## config.mk

```make
export PLATFORM = sky130hd
export DESIGN_NAME = dhp_top
export DESIGN_NICKNAME = d
export VERILOG_FILES = /design/src/dhp_pkg.sv /design/src/dhp_mem.sv /design/src/dhp_top.sv
export SDC_FILE = /design/constraint.sdc
export NUM_CORES = 1
export LEC_CHECK = 0
export ABC_AREA = 0
export BUFFER_PORTS_ARGS = -buffer_cell sky130_fd_sc_hd__buf_2
export CAP_MARGIN = 30
export CORE_MARGIN = 2
export CORE_UTILIZATION = 58
export DETAILED_ROUTE_END_ITERATION = 16
export PLACE_DENSITY = 0.8
export SLEW_MARGIN = 20
export SYNTH_ARGS = -nofsm -noshare
export SYNTH_HDL_FRONTEND = slang
export SYNTH_SLANG_ARGS = --single-unit
```

## constraint.sdc

```tcl
create_clock -name mclk_i -period 3.2 [get_ports mclk_i]
set_input_delay 0.32 -clock mclk_i [delete_from_list [all_inputs] [get_ports mclk_i]]
set_output_delay 0.32 -clock mclk_i [all_outputs]
set_load 0.1 [all_outputs]
```

## src/dhp_pkg.sv

```systemverilog
// Package of constants for the duart host port block
package dhp_pkg;
   // ---------------------------------------------------------------
   // Register select codes
   // ---------------------------------------------------------------
   localparam logic [3:0] DHP_A_MODE = 4'h0;
   localparam logic [3:0] DHP_A_STAT = 4'h1;
   localparam logic [3:0] DHP_A_THR = 4'h3;
   localparam logic [3:0] DHP_A_ISR = 4'h5;
   localparam logic [3:0] DHP_A_IMR = 4'h5;
   localparam logic [3:0] DHP_B_MODE = 4'h8;
   localparam logic [3:0] DHP_B_STAT = 4'h9;
   localparam logic [3:0] DHP_B_THR = 4'hB;
   localparam logic [3:0] DHP_A_IVR = 4'hC;
   localparam logic [3:0] DHP_A_GPIN = 4'hD;
   localparam logic [3:0] DHP_A_OUTPUT_PORT_CONFIG_REG = 4'hD;
   localparam logic [3:0] DHP_A_OPSET = 4'hE;
   localparam logic [3:0] DHP_A_OPCLR = 4'hF;
   localparam logic [3:0] DHP_A_GPCFG = 4'h2;
   localparam logic [3:0] DHP_A_GPOUT = 4'hA;
   // ---------------------------------------------------------------
   // Reset values and field positions
   // ---------------------------------------------------------------
   localparam logic [7:0] DHP_ZERO8 = 8'h00;
   localparam logic [7:0] DHP_ONES8 = 8'hFF;
   localparam logic [7:0] DHP_IVR_RST = 8'h0F;
   localparam logic [15:0] DHP_ZERO16 = 16'h0000;
   localparam logic [1:0] DHP_MRP_FIRST = 2'h0;
   localparam logic [1:0] DHP_MRP_LAST = 2'h1;
   localparam int DHP_ST_TXRDY = 2;
   localparam int DHP_ST_TXEMT = 3;
   localparam int DHP_ISR_TXA = 0;
   localparam int DHP_ISR_TXB = 4;
   localparam int DHP_ISR_GPA = 7;
   localparam int DHP_ISR_GPB = 3;
   localparam logic [3:0] DHP_BITS_LAST = 4'h9;
   localparam logic [3:0] DHP_BAUD_DIV = 4'hF;
endpackage : dhp_pkg

```

## src/dhp_mem.sv

```systemverilog
// Register memory of two channel mode register pairs
`timescale 1ns/1ps
`default_nettype none
module dhp_mem (
   // Clock and reset
   input wire logic mclk_i,
   input wire logic nrst_i,
   // Write port
   input wire logic wr_i,
   input wire logic [1:0] waddr_i,
   input wire logic [7:0] wdata_i,
   // Read port
   input wire logic [1:0] raddr_i,
   output logic [7:0] rdata_o
);
   import dhp_pkg::*;
   typedef struct packed {
      logic [3:0][7:0] mem;
      logic [7:0] rd;
   } dhpm_state_t;
   dhpm_state_t s_r;
   dhpm_state_t s_nxt;

   // Write and registered read
   always_comb begin
      s_nxt = s_r;
      if (wr_i) begin
         s_nxt.mem[waddr_i] = wdata_i;
      end
      s_nxt.rd = s_r.mem[raddr_i];
   end

   // State register
   always_ff @(posedge mclk_i) begin
      if (!nrst_i) begin
         // Mode registers keep their contents across reset
         s_r.rd <= '0;
      end else begin
         s_r <= s_nxt;
      end
   end

   assign rdata_o = s_r.rd;
endmodule : dhp_mem
`default_nettype wire

```

## src/dhp_top.sv

```systemverilog
// Host port of a dual channel UART, acknowledge style bus
`timescale 1ns/1ps
`default_nettype none
module dhp_top (
   // Clock and reset
   input wire logic mclk_i,
   input wire logic nrst_i,
   // Bus pins
   input wire logic bus_style_i,
   input wire logic chip_select_low_i,
   input wire logic read_write_select_i,
   input wire logic irq_vector_ack_in_i,
   input wire logic [3:0] register_select_lines_i,
   input wire logic [7:0] host_data_lines_i,
   output logic [7:0] host_data_lines_o,
   output logic host_data_lines_oe_o,
   output logic transfer_ack_out_o,
   output logic transfer_ack_out_oe_o,
   output logic irq_request_out_o,
   output logic irq_request_out_oe_o,
   // Serial pins
   input wire logic serial_in_chan_a_i,
   input wire logic serial_in_chan_b_i,
   output logic serial_out_chan_a_o,
   output logic serial_out_chan_b_o,
   // Channel control
   input wire logic [1:0] tx_enable_i,
   input wire logic [1:0] loopback_i,
   output logic [1:0] rx_bit_o,
   // Ports
   output logic [7:0] output_port_bits_o,
   input wire logic [15:0] gpio_i,
   output logic [15:0] gpio_o,
   output logic [15:0] gpio_oe_o,
   output logic timer_run_o
);
   import dhp_pkg::*;

   // ---------------------------------------------------------------
   // State
   // ---------------------------------------------------------------
   typedef struct packed {
      logic [2:0] bs_s;     // bus style sync
      logic [2:0] cs_s;
      logic [2:0] rw_s;
      logic [2:0] ia_s;
      logic [1:0] rxa_s;
      logic [1:0] rxb_s;
      logic [15:0] gp_s1;
      logic [15:0] gp_s2;
      logic [15:0] gp_prev;
      logic busy;           // current cycle already served
      logic [7:0] dout;
      logic doe;
      logic ack;
      logic [7:0] stat_a;
      logic [7:0] stat_b;
      logic [7:0] irq_mask_reg;
      logic [7:0] irq_status_reg;
      logic [7:0] output_port_reg;
      logic [7:0] output_port_config_reg;
      logic [7:0] ivr;
      logic [15:0] gpcfg;
      logic [15:0] gpout;
      logic [1:0] mrp_a;
      logic [1:0] mrp_b;
      logic timer_run;
      logic [1:0] tx_busy;
      logic [1:0][9:0] tx_sh;
      logic [1:0][3:0] tx_cnt;
      logic [1:0][3:0] tx_div;
      logic [1:0] txd;
   } dhp_state_t;
   dhp_state_t s_r;
   dhp_state_t s_nxt;
   logic mem_wr;
   logic [1:0] mem_waddr;
   logic [1:0] mem_raddr;
   logic [7:0] mem_rdata;
   logic [3:0] addr;
   logic sel;

   // Is this address a channel mode register
   function automatic logic is_mode(input logic [3:0] a);
      is_mode = (a == DHP_A_MODE) || (a == DHP_B_MODE);
   endfunction : is_mode

   assign addr = register_select_lines_i;
   // Acknowledge style bus only when style select low
   assign sel = !s_r.bs_s[2] && !s_r.cs_s[2];
   assign mem_raddr = {addr[3], (addr[3] ? s_r.mrp_b[0] : s_r.mrp_a[0])};

   // ---------------------------------------------------------------
   // Mode register memory
   // ---------------------------------------------------------------
   dhp_mem u_mem (
      .mclk_i(mclk_i),
      .nrst_i(nrst_i),
      .wr_i(mem_wr),
      .waddr_i(mem_waddr),
      .wdata_i(host_data_lines_i),
      .raddr_i(mem_raddr),
      .rdata_o(mem_rdata)
   );

   // Next state logic
   always_comb begin
      s_nxt = s_r;
      mem_wr = 1'b0;
      mem_waddr = mem_raddr;
      // Three-flop synchronisers on bus control pins, two-flop on serial and GPIO inputs
      s_nxt.bs_s = {s_r.bs_s[1:0], bus_style_i};
      s_nxt.cs_s = {s_r.cs_s[1:0], chip_select_low_i};
      s_nxt.rw_s = {s_r.rw_s[1:0], read_write_select_i};
      s_nxt.ia_s = {s_r.ia_s[1:0], irq_vector_ack_in_i};
      s_nxt.rxa_s = {s_r.rxa_s[0], serial_in_chan_a_i};
      s_nxt.rxb_s = {s_r.rxb_s[0], serial_in_chan_b_i};
      s_nxt.gp_s1 = gpio_i;
      s_nxt.gp_s2 = s_r.gp_s1;
      // Change detectors on every pin, outputs included
      s_nxt.gp_prev = s_r.gp_s2;
      if (|(s_r.gp_s2[7:0] ^ s_r.gp_prev[7:0])) begin
         s_nxt.irq_status_reg[DHP_ISR_GPA] = 1'b1;
      end
      if (|(s_r.gp_s2[15:8] ^ s_r.gp_prev[15:8])) begin
         s_nxt.irq_status_reg[DHP_ISR_GPB] = 1'b1;
      end
      // Transmitter ready flags track holding state
      s_nxt.stat_a[DHP_ST_TXRDY] = !s_r.tx_busy[0];
      s_nxt.stat_a[DHP_ST_TXEMT] = !s_r.tx_busy[0];
      s_nxt.stat_b[DHP_ST_TXRDY] = !s_r.tx_busy[1];
      s_nxt.stat_b[DHP_ST_TXEMT] = !s_r.tx_busy[1];
      s_nxt.irq_status_reg[DHP_ISR_TXA] = !s_r.tx_busy[0];
      s_nxt.irq_status_reg[DHP_ISR_TXB] = !s_r.tx_busy[1];
      // End of cycle releases bus and acknowledge, once both selects are high
      if (s_r.bs_s[2] || (s_r.ia_s[2] && s_r.cs_s[2])) begin
         s_nxt.busy = 1'b0;
         s_nxt.doe = 1'b0;
         s_nxt.ack = 1'b0;
      end
      // Interrupt acknowledge drives vector
      if (!s_r.bs_s[2] && !s_r.ia_s[2] && !s_r.busy) begin
         s_nxt.busy = 1'b1;
         s_nxt.dout = s_r.ivr;
         s_nxt.doe = 1'b1;
         s_nxt.ack = 1'b1;
      end else if (sel && s_r.ia_s[2] && !s_r.busy) begin
         s_nxt.busy = 1'b1;
         s_nxt.ack = 1'b1;
         if (s_r.rw_s[2]) begin
            // Read cycle, register chosen by address
            s_nxt.doe = 1'b1;
            case (addr)
               DHP_A_MODE, DHP_B_MODE: s_nxt.dout = mem_rdata;
               DHP_A_STAT: s_nxt.dout = s_r.stat_a;
               DHP_B_STAT: s_nxt.dout = s_r.stat_b;
               DHP_A_ISR: s_nxt.dout = s_r.irq_status_reg;
               DHP_A_IVR: s_nxt.dout = s_r.ivr;
               DHP_A_GPIN: begin
                  s_nxt.dout = s_r.gp_s2[7:0];
                  s_nxt.irq_status_reg[DHP_ISR_GPA] = 1'b0;
                  s_nxt.irq_status_reg[DHP_ISR_GPB] = 1'b0;
               end
               DHP_A_GPOUT: s_nxt.dout = s_r.gp_s2[15:8];
               default: s_nxt.dout = DHP_ZERO8;
            endcase
            if (addr == DHP_A_MODE) begin
               s_nxt.mrp_a = DHP_MRP_LAST;
            end
            if (addr == DHP_B_MODE) begin
               s_nxt.mrp_b = DHP_MRP_LAST;
            end
         end else begin
            // Write cycle captures the data bus
            case (addr)
               DHP_A_MODE, DHP_B_MODE: mem_wr = 1'b1;
               DHP_A_IMR: s_nxt.irq_mask_reg = host_data_lines_i;
               DHP_A_THR: begin
                  if (tx_enable_i[0] && !s_r.tx_busy[0]) begin
                     s_nxt.tx_busy[0] = 1'b1;
                     s_nxt.tx_sh[0] = {1'b1, host_data_lines_i, 1'b0};
                     s_nxt.tx_cnt[0] = 4'h0;
                     s_nxt.tx_div[0] = 4'h0;
                  end
               end
               DHP_B_THR: begin
                  if (tx_enable_i[1] && !s_r.tx_busy[1]) begin
                     s_nxt.tx_busy[1] = 1'b1;
                     s_nxt.tx_sh[1] = {1'b1, host_data_lines_i, 1'b0};
                     s_nxt.tx_cnt[1] = 4'h0;
                     s_nxt.tx_div[1] = 4'h0;
                  end
               end
               DHP_A_IVR: s_nxt.ivr = host_data_lines_i;
               DHP_A_OUTPUT_PORT_CONFIG_REG: s_nxt.output_port_config_reg = host_data_lines_i;
               DHP_A_OPSET: s_nxt.output_port_reg = s_r.output_port_reg | host_data_lines_i;
               DHP_A_OPCLR: s_nxt.output_port_reg = s_r.output_port_reg & ~host_data_lines_i;
               DHP_A_GPCFG: s_nxt.gpcfg = {host_data_lines_i,
                                           host_data_lines_i};
               DHP_A_GPOUT: s_nxt.gpout = {host_data_lines_i,
                                           host_data_lines_i};
               default: s_nxt.timer_run = s_r.timer_run;
            endcase
            if (is_mode(addr)) begin
               if (addr == DHP_A_MODE) begin
                  s_nxt.mrp_a = DHP_MRP_LAST;
               end else begin
                  s_nxt.mrp_b = DHP_MRP_LAST;
               end
            end
         end
      end
      // Transmit shifters, LSB first after the start bit
      for (int c = 0; c < 2; c++) begin
         if (!tx_enable_i[c] || !s_r.tx_busy[c]) begin
            s_nxt.txd[c] = 1'b1;
            s_nxt.tx_busy[c] = s_nxt.tx_busy[c] & tx_enable_i[c];
         end else begin
            s_nxt.txd[c] = loopback_i[c] ? 1'b1 : s_r.tx_sh[c][0];
            s_nxt.tx_div[c] = s_r.tx_div[c] + 4'h1;
            if (s_r.tx_div[c] == DHP_BAUD_DIV) begin
               s_nxt.tx_sh[c] = {1'b1, s_r.tx_sh[c][9:1]};
               s_nxt.tx_cnt[c] = s_r.tx_cnt[c] + 4'h1;
               if (s_r.tx_cnt[c] == DHP_BITS_LAST) begin
                  s_nxt.tx_busy[c] = 1'b0;
               end
            end
         end
      end
   end

   // State register with reset side effects
   always_ff @(posedge mclk_i) begin
      if (!nrst_i) begin
         s_r <= '0;
         s_r.bs_s <= 3'h7;
         s_r.cs_s <= 3'h7;
         s_r.ia_s <= 3'h7;
         s_r.rxa_s <= 2'h3;
         s_r.rxb_s <= 2'h3;
         s_r.txd <= 2'h3;
         s_r.ivr <= DHP_IVR_RST;
         s_r.mrp_a <= DHP_MRP_FIRST;
         s_r.mrp_b <= DHP_MRP_FIRST;
         s_r.gpcfg <= DHP_ZERO16;
      end else begin
         s_r <= s_nxt;
      end
   end

   // ---------------------------------------------------------------
   // Pin drivers
   // ---------------------------------------------------------------
   assign host_data_lines_o = s_r.dout;
   assign host_data_lines_oe_o = s_r.doe && (!s_r.cs_s[2] ||
                                 !s_r.ia_s[2]);
   assign transfer_ack_out_o = 1'b0;
   assign transfer_ack_out_oe_o = s_r.ack;
   // Open drain request from unmasked conditions
   assign irq_request_out_o = 1'b0;
   assign irq_request_out_oe_o = |(s_r.irq_status_reg & s_r.irq_mask_reg);
   assign serial_out_chan_a_o = s_r.txd[0];
   assign serial_out_chan_b_o = s_r.txd[1];
   // Receive samples, high is mark
   assign rx_bit_o = {s_r.rxb_s[1], s_r.rxa_s[1]};
   // Output port pins are the inverse of the register
   assign output_port_bits_o = ~s_r.output_port_reg;
   // GPIO direction per configuration
   assign gpio_o = s_r.gpout;
   assign gpio_oe_o = s_r.gpcfg;
   assign timer_run_o = s_r.timer_run;

   // ---------------------------------------------------------------
   // Checks
   // ---------------------------------------------------------------
   chk_float_unsel: assert property (@(posedge mclk_i) disable iff (!nrst_i)
      s_r.cs_s[2] && s_r.ia_s[2] |-> !host_data_lines_oe_o)
      else $error("data driven while deselected");
   chk_irq_level: assert property (@(posedge mclk_i) disable iff (!nrst_i)
      irq_request_out_oe_o == |(s_r.irq_status_reg & s_r.irq_mask_reg))
      else $error("irq level wrong");
   chk_write_nodrive: assert property (@(posedge mclk_i)
      disable iff (!nrst_i)
      sel && !s_r.rw_s[2] && s_r.ia_s[2] && !s_r.busy
      |=> !s_r.doe)
      else $error("data driven on write");
   chk_ack_cycle: assert property (@(posedge mclk_i) disable iff (!nrst_i)
      sel && !s_r.busy |=> transfer_ack_out_oe_o)
      else $error("no ack");
   chk_vector_out: assert property (@(posedge mclk_i) disable iff (!nrst_i)
      !s_r.bs_s[2] && !s_r.ia_s[2] && !s_r.busy
      |=> host_data_lines_o == $past(s_r.ivr))
      else $error("vector wrong");
   chk_tx_mark: assert property (@(posedge mclk_i) disable iff (!nrst_i)
      !tx_enable_i[0] |=> serial_out_chan_a_o)
      else $error("tx not mark");
   chk_op_high: assert property (@(posedge mclk_i)
      $rose(nrst_i) |-> output_port_bits_o == DHP_ONES8)
      else $error("output port not high");
   chk_mrp_first: assert property (@(posedge mclk_i)
      $rose(nrst_i) |-> s_r.mrp_a == DHP_MRP_FIRST)
      else $error("mode pointer not first");
endmodule : dhp_top
`default_nettype wire

```

==> impl_metrics.toml, run 1 <==
[route]
wl_mm = 17.6
first_iter_violations = 590
routed-via-count = 5942
drcViolationCount = 0
dr.pass1.iters = 6
ant_nets = 0
wl_per_cell_um = 17.6
vias_per_cell = 5.97

[cts]
cts_resized = 0
htreeDepth = 4
cts-root-buf = "clkbuf_16"
clk_pin_slew_ns = 0.06
clk_latency_ns = 0.44
cts_hold_buf = 0
cts_sinks = 196
clockBufferDepth = 2
cts_tree = "built"
cts_buffers = 17
post-cts-setup-buffers = 0

[sta]
hold_viol = 0
fin_crit_sh_pct = 76.5
clock-skew-final_ns = 0.00729
clock.fmax_ghz = 0.408
setup_violations = 0
rsz0062_at_grt = "no"
worst_pin_slew_ns = 0.788
layout_min_cycle_time_ns = 2.45
finalMaxSlewViolations = 0
max_slew_margin_pct = 47.2
setup_tns_ns = 0

[critical_path]
cpLargestDelayFamily = "simple AND/OR/NAND/NOR gates"
reg2reg_from = "s_r[143]"
r2r-end = "u_mem.s_r[16]"
cp.depth = 5
cp-end-kind = "flop"
path_max_fanout = 7
crit_chain = "or4b_1 > nor2_1 > nand3_1 > nor3b_1 > buf_4"
start_kind = "flop"
r2r_cells = 5
worstPathRequired_ns = 3.35
cp_num_buf_inv = 1
cp-endpoint = "u_mem.s_r[16]"
r2r_slack_ns = 0.75
arrival_ns = 2.59
cpMaxStageDelayCell = "or4b_1"
crit_path_start = "s_r[143]"
critPathKind = "flop to flop"
cpPeakStageDelay_ns = 0.72

[run_status]
outcome = "finished, final reports clean"

[grt]
grt_max_degree = 70
grt_usage_pct = 24.4
grt_overflow = 0
antenna_found_initial = 0
grt_pass1_wl_mm = 27.8
grt_pass1_vias = 5505

[power]
peakVddDrop_mv = 0.335
powerDensity_nw_per_um2 = 562
p_leak_uw = 0.00327

[layout]
drive_above_1_share_pct = 17.1
finalNetCount = 852
diodes = 0
final_core_util_pct = 65.5
areaGrowthSynthToFinish_pct = 9.77
fillers = 1061
finish.instance_area_um2 = 8750

[min_path]
min-delay-start = "irq_vector_ack_in_i"
min_path_type = "primary input to flop"

[synthesis]
yosys.area.top_type = "dfxtp_1"
synth_top_area_share_pct = 41.2
synth.distinct_cells = 61
yosys.area_share.adder_pct = 0.942
syn_area_um2 = 7970
yosys-top-cells-area = "dfxtp_1 41%, edfxtp_1 12%, mux2i_1 5.0%, buf_4 4.4%, and2_1 4.2%"
synth_top_family_by_area = "simple AND/OR/NAND/NOR gates"
synth-compound-area-share_pct = 14.8
ys.warnings.count = 0
synth_edf_count = 32
yosys.area_share.simple_pct = 16.0
synth_mux_area_share_pct = 5.02
avgSynthCellArea_um2 = 10.2
synthXorXnorAreaFrac_pct = 1.76
synth-seq-cells = 196
synth.yosys.seq_area_share_pct = 53.3
syn_inst = 781
synth_ff_type = "dfxtp_1"
async_flop_share_pct = 0

[floorplan]
rows = 42
core_area_um2 = 13300
die_y_um = 121
initial_core_util_pct = 59.7
die_area_um2 = 14700
ios = 98
die_w_um = 121

[place]
place_congestion = 0.872
port_buffers = 94
dp_hpwl_mm = 11.7
dpl-instance-area_um2 = 8160

[flow_run]
max-cap-violations = 0
worst min-delay path by stage:
stage                                     end  slack [ns]  cells after the start
final                              s_nxt[197]        0.07                      2
after global routing      serial_out_chan_a_o        0.06                      2
after CTS                 serial_out_chan_b_o        0.06                      2
after detailed placement          rx_bit_o[1]        0.40                      1
after global placement            rx_bit_o[0]        0.39                      1
after floorplan                   rx_bit_o[0]        0.39                      1
per-layer routing:
metal / track usage, % / routed length, um / vias to the layer above / part of all wire [%]
met1: 31.7 / 7500 / 2863 / 43
met3: 6.20 / 1180 / 34 / 6.7
li1: - / - / 2783 / -
met4: 9.77 / 398 / 0 / 2.3
met2: 39.0 / 8480 / 262 / 48
met5: 0 / 0 / - / 0
logic make-up (layout without fill, tap and decap cells):
logic type,Yosys count,in the layout
xor gates and xnor gates,16,16
muxes,40,40
other,1,3
DFF,196,196
adders and majority gates,6,6
buffers and inverters,118,154
and+or+nand+nor,219,219
AOI/OAI and AO/OA,185,185
cell type report:
type                            instances  area (um^2)  share of cell area (%)
Timing Repair Buffer                  103          538                    6.15
Clock buffer                           19          433                    4.95
Sequential cell                       196         4240                    48.5
Tap cell                              176          220                    2.52
Multi-Input combinational cell        469         3080                    35.2
Inverter                               19         71.3                   0.815
Clock inverter                         13          159                    1.82
Yosys cell counts, types with 9 or more instances:
cell type    n
and2_1      54
a311oi_1    11
clkbuf_1    37
mux2i_1     40
nand2_1     23
dfxtp_1    164
nand3_1     15
inv_1       17
buf_2       13
a211oi_1    20
edfxtp_1    32
buf_4       47
nor3_1      14
nor2b_1     11
nand4_1      9
o21ai_0     46
a21oi_1     47
a31oi_1     22
nor2_1      38
nand2b_1    18
registers in the layout (all words and copies together), names as in the netlist, named ones only:
| name | count |
|---|---|
| serial_out_chan_b_o | 1 |
| s_nxt | 42 |
| s_r | 78 |
| gpio_o | 8 |
| rx_bit_o | 2 |
| gpio_oe_o | 8 |
| serial_out_chan_a_o | 1 |
| host_data_lines_o | 8 |
| u_mem.s_r | 32 |
| u_mem.rdata_o | 8 |
worst reg2reg max path, delay by kind of cell (launching register included):
kind	cells	cell delay, ns
buffers and inverters	1	0.25
DFF	1	0.37
and+or+nand+nor	4	1.53
cells in the final DEF, fill, tap and decap left out, drive strengths merged, types with 19 or more instances in the layout:
master,instances
o21ai,46
edfxtp,32
a211oi,20
a21oi,47
mux2i,40
nand2,23
and2,54
buf,103
nor2,38
inv,19
dfxtp,164
clkbuf,19
a31oi,22
where the power goes:
group / total (uW) / switching (uW) / internal [uW] / leakage [uW]
sequential: 2570 / 24.0 / 2540 / 0.00162
clock: 2120 / 898 / 1230 / 0.000273
combinational: 221 / 152 / 69.1 / 0.00137
total: 4910 / 1070 / 3840 / 0.00327
metrics by stage:
step | hold WS (ns) | setup slack [ns] | cells | total power [uW]
after floorplan | 0.386 | 0.346 | 783 | 2770
after global placement | 0.395 | 0.941 | 963 | 2830
after detailed placement | 0.395 | 0.825 | 963 | 2840
final | 0.0664 | 0.751 | 995 | 4910
after CTS | 0.0614 | 0.773 | 995 | 4930
after global routing | 0.0605 | 0.572 | 995 | 5060
Note: power is estimated with default switching activity, not from simulation.
==> run 2: changes to the inputs <==
--- a/config.mk
+++ b/config.mk
@@ -5,7 +5,7 @@
 export SDC_FILE = /design/constraint.sdc
 export NUM_CORES = 1
 export LEC_CHECK = 0
-export ABC_AREA = 0
+export ABC_AREA = 1
 export BUFFER_PORTS_ARGS = -buffer_cell sky130_fd_sc_hd__buf_2
 export CAP_MARGIN = 30
 export CORE_MARGIN = 2
==> constraint.sdc (replaced) <==
create_clock -name mclk_i -period 2.3 [get_ports mclk_i]
set_input_delay 0.23 -clock mclk_i [delete_from_list [all_inputs] [get_ports mclk_i]]
set_output_delay 0.23 -clock mclk_i [all_outputs]
set_load 0.1 [all_outputs]
==> impl_metrics.toml, run 2 <==
[synthesis]
syn_inst = 1030
synth.yosys.seq_area_share_pct = 51.8
yosys.area.top_type = "dfxtp_1"
synth_ff_type = "dfxtp_1"
synth.distinct_cells = 37
synth_edf_count = 32
yosysMostFrequentCell = "nand2_1"
avgSynthCellArea_um2 = 7.95
synth_common_cells = "206 x nand2_1, 167 x inv_1, 164 x dfxtp_1"
syn_area_um2 = 8190
yosys-top-cells-area = "dfxtp_1 40%, edfxtp_1 12%, nand2_1 9.4%, inv_1 7.7%, nand3_1 4.7%"
synth_top_area_share_pct = 40.1
synth-seq-cells = 196
async_flop_share_pct = 0
ys.warnings.count = 0

[route]
drcViolationCount = 0
routed-via-count = 6567
wl_mm = 17.9
dr.pass1.iters = 5
ant_nets = 0
first_iter_violations = 578
vias_per_cell = 5.08
wl_per_cell_um = 13.9

[sta]
setup_violations = 0
setup_tns_ns = 0
clock.fmax_ghz = 0.516
rsz0062_at_grt = "no"
clock-skew-final_ns = 0.0118
hold_viol = 0
layout_min_cycle_time_ns = 1.94
max_slew_margin_pct = 54.2
fin_crit_sh_pct = 84.3
worst_pin_slew_ns = 0.685
finalMaxSlewViolations = 0

[floorplan]
initial_core_util_pct = 59.2
die_w_um = 123
core_area_um2 = 13800
die_area_um2 = 15100
die_y_um = 123
ios = 98
rows = 43

[layout]
stdcell_count = 1293
finalNetCount = 1145
layout_commonest_cell = "nand2_1"
areaGrowthSynthToFinish_pct = 13.5
regMostFlops = "s_r"
drive_above_1_share_pct = 16.1
layout_common_cells = "206 x nand2_1, 167 x inv_1, 163 x dfxtp_1, 93 x buf_2, 77 x nand3_1"
largest_reg_flops = 78

[critical_path]
cp-end-kind = "flop"
arrival_ns = 2.29
worstPathRequired_ns = 2.65
path_max_fanout = 16
start_kind = "flop"
critPathKind = "flop to flop"

[cts]
cts_tree = "built"
post-cts-setup-buffers = 0
clk_latency_ns = 0.43
cts-root-buf = "clkbuf_16"
clk_pin_slew_ns = 0.07
cts_resized = 0
htreeDepth = 4
cts_buffers = 17
cts_sinks = 196
cts_hold_buf = 23
clockBufferDepth = 2

[grt]
grt_pass1_vias = 6055
grt_pass1_wl_mm = 28.7
grt_max_degree = 109
antenna_found_initial = 1
grt_usage_pct = 24.6
grt_overflow = 0

[power]
p_leak_uw = 0.00448
peakVddDrop_mv = 0.779
totalPowerFinal_uw = 6760
powerDensity_nw_per_um2 = 727

[run_status]
outcome = "finished, final reports clean"

[min_path]
min_path_type = "primary input to flop"

[place]
dp_cells = 1237
place_congestion = 0.960
dp_hpwl_mm = 12.1
port_buffers = 94

[flow_run]
max-cap-violations = 0
-- run 2: changes by cell type after synthesis, moves of 16 or more --
cell | before | now
nand2_1 | 23 | 206
inv_1 | 17 | 167
nand3_1 | 15 | 77
and2_1 | 54 | 0
mux2i_1 | 40 | 0
nor2_1 | 38 | 68
a211oi_1 | 20 | 0
or2_2 | 2 | 21
a31oi_1 | 22 | 4
nand2b_1 | 18 | 0
a21oi_1 | 47 | 63
-- run 2: cell families (layout without fill, tap and decap cells) --
kind of cell | after synthesis | in the layout | share of synthesized area [%]
AND/OR/NAND/NOR | 413 | 413 | 22.3
other | 1 | 4 | 0.0458
adder cells (fa/ha/maj) | 6 | 6 | 0.917
AO/OA/AOI/OAI | 155 | 155 | 10.2
flip-flops | 196 | 196 | 51.8
XOR/XNOR | 7 | 7 | 0.749
buffers and inverters | 252 | 332 | 13.9
-- run 2: power by group --
part	internal [uW]	leakage, uW	switching [uW]
combinational	120	0.00257	230
clock	1480	0.000285	1360
sequential	3540	0.00162	34.3
total	5130	0.00448	1620
-- run 2: critical path, cell delays in order, from the launching register on --
cell,delay (ns)
dfxtp_1,0.32
nor2_2,0.22
nand4_4,0.23
clkinv_2,0.11
buf_4,0.21
nand2_1,0.28
o21ai_1,0.23
nand2_1,0.09
nor2_1,0.17
-- run 2: per-stage QoR --
| stage | area (um^2) | setup slack [ns] | hold slack, ns | util (%) |
|---|---|---|---|---|
| after floorplan | 8210 | 0.160 | 0.326 | - |
| after global placement | 8500 | 0.547 | 0.394 | 61.5 |
| after detailed placement | 8500 | 0.422 | 0.397 | 61.5 |
| after CTS | 9290 | 0.376 | 0.0165 | 67.2 |
| after global routing | 9290 | 0.148 | 0.0191 | 67.2 |
| final | 9300 | 0.361 | 0.0209 | 67.2 |
-- run 2: area by class of cell --
| type | instances | area, um^2 |
|---|---|---|
| fillers | 1119 | 4530 |
| repair buffers | 126 | 783 |
| flip-flops and latches | 196 | 4250 |
| well taps | 180 | 225 |
| multi-input cells | 584 | 2820 |
| diodes | 1 | 2.50 |
| inverters | 174 | 654 |
| clock inverters | 14 | 115 |
| clock buffers | 18 | 450 |
-- run 2: path summary, 6_finish.rpt --
| kind | startpoint | end | slack (ns) | cells past startpoint |
|---|---|---|---|---|
| min reg2reg | s_nxt[204] | s_r[204] | 0.41 | 1 |
| min | gpio_i[12] | s_nxt[172] | 0.02 | 3 |
| max | s_r[204] | flop | 0.36 | 8 |
| max reg2reg | s_r[204] | flop | 0.36 | 8 |
-- run 2: per-layer routing --
| metal | vias up | routed length, um | global-route usage, % |
|---|---|---|---|
| met3 | 38 | 1070 | 5.72 |
| met4 | 0 | 446 | 9.34 |
| li1 | 3337 | - | - |
| met2 | 196 | 8520 | 39.6 |
| met5 | - | 0 | 0 |
| met1 | 2996 | 7890 | 32.3 |
==> run 3: changes to the inputs <==
==> constraint.sdc (replaced) <==
create_clock -name mclk_i -period 1.9 [get_ports mclk_i]
set_input_delay 0.19 -clock mclk_i [delete_from_list [all_inputs] [get_ports mclk_i]]
set_output_delay 0.19 -clock mclk_i [all_outputs]
set_load 0.1 [all_outputs]
==> impl_metrics.toml, run 3 (synthesis results as in run 2) <==
[cts]
cts_buffers = 17
clk_pin_slew_ns = 0.07
htreeDepth = 4
clk_latency_ns = 0.43
cts_tree = "built"
clockBufferDepth = 2
cts_sinks = 196
cts-root-buf = "clkbuf_16"

[floorplan]
rows = 43
initial_core_util_pct = 59.2
die_w_um = 123
die_area_um2 = 15100
ios = 98
die_y_um = 123
core_area_um2 = 13800

[sta]
clock-skew-final_ns = 0.00843
layout_min_cycle_time_ns = 1.78
finalMaxSlewViolations = 0
worst_pin_slew_ns = 0.550
max_slew_margin_pct = 63.3
hold_viol = 0
setup_violations = 0
fin_crit_sh_pct = 93.8
clock.fmax_ghz = 0.561
setup_tns_ns = 0

[layout]
finalNetCount = 1153
layout_commonest_cell = "nand2_1"
areaGrowthSynthToFinish_pct = 15.4
regMostFlops = "s_r"
final_core_util_pct = 68.4
finish.instance_area_um2 = 9450
largest_reg_flops = 78
drive_above_1_share_pct = 16.9
layout_common_cells = "205 x nand2_1, 165 x inv_1, 163 x dfxtp_1, 93 x buf_2, 76 x nand3_1"

[critical_path]
path_max_fanout = 12
cpLargestDelayFamily = "simple AND/OR/NAND/NOR gates"
start_kind = "flop"
reg2reg_from = "s_r[2]"
r2r_slack_ns = 0.12
cpMaxStageDelayCell = "dfxtp_1"
arrival_ns = 2.11
cp-end-kind = "flop"
worstPathRequired_ns = 2.23
critPathKind = "flop to flop"
cp_num_buf_inv = 2
crit_path_start = "s_r[2]"
cpPeakStageDelay_ns = 0.37
crit_top_cell = "nand3_1"
crit_chain = "ha_1 > nand3_1 > nor2_4 > clkinvlp_4 > or2_2 > nand3_1 > inv_1"

[route]
wl_per_cell_um = 14.3
wl_mm = 18.6
ant_nets = 0
dr.pass1.iters = 7
vias_per_cell = 5.20
first_iter_violations = 515
routed-via-count = 6759
drcViolationCount = 0

[place]
dp_hpwl_mm = 12.3
port_buffers = 94
dpl-instance-area_um2 = 8570
place_congestion = 0.883

[grt]
antenna_found_initial = 1
grt_pass1_wl_mm = 29.2
grt_pass1_vias = 6095
grt_overflow = 0
grt_usage_pct = 25.2
grt_max_degree = 99

[run_status]
outcome = "finished, final reports clean"

[min_path]
min_path_type = "primary input to flop"
min-delay-start = "nrst_i"

[power]
p_leak_uw = 0.00453
powerDensity_nw_per_um2 = 900
totalPowerFinal_uw = 8510
peakVddDrop_mv = 0.613

[flow_run]
max-cap-violations = 0
[run 3: cell count changes in the layout (fill, tap and decap cells not counted), moves of 2 or more]
cell / before / now
inv_1: 167 / 165
buf_4: 9 / 15
inv_6: 5 / 2
nor3_4: 0 / 2
clkinvlp_4: 0 / 5
nor3_2: 2 / 0
bufinv_16: 0 / 4
nor2_1: 68 / 66
inv_4: 3 / 1
clkbuf_1: 0 / 2
[run 3: metrics by stage]
step	hold WS (ns)	setup slack, ns	cells
floorplan	0.286	0.0117	1032
detailed placement	0.376	0.149	1243
global placement	0.372	0.231	1243
CTS	0.0786	0.128	1299
finish	0.0899	0.118	1301
global route	0.0919	-0.0220	1300
[run 3: report_power, final]
group,internal [uW],switching (uW)
clock network,2200,1540
logic,151,290
registers,4280,41.7
[run 3: layer usage]
| metal | part of all wire (%) | GRT usage [%] | vias up |
|---|---|---|---|
| li1 | - | - | 3354 |
| met1 | 42 | 32.2 | 3115 |
| met2 | 48 | 41.0 | 237 |
| met3 | 6.3 | 5.67 | 53 |
| met4 | 3.3 | 10.7 | 0 |
| met5 | 0 | 0 | - |
[run 3: worst min-delay path: stages]
cell     delay [ns]
buf_4          0.18
nand2_1        0.07
inv_1          0.03
[run 3: final timing paths]
kind | to | cells past startpoint
min reg2reg | s_nxt[159] | 2
max | s_r[20] | 7
min | s_r[159] | 3
max reg2reg | s_r[20] | 7
[run 3: area by class of cell]
cell class / count / area, um^2
fill: 1084 / 4380
multi-input combinational: 584 / 2850
tap: 180 / 225
sequential: 196 / 4250
timing repair inverter: 1 / 7.51
antenna: 1 / 2.50
clock buffer: 19 / 433
timing repair buffer: 133 / 838
clock inverter: 13 / 183
inverter: 174 / 664
[run 3: timing repair]
item	in CTS	in global routing
buffers inserted	0	0
resized for setup	0	4
endpoints found under the setup margin	0	11
hold endpoints to repair	24	0
hold buffers	24	0
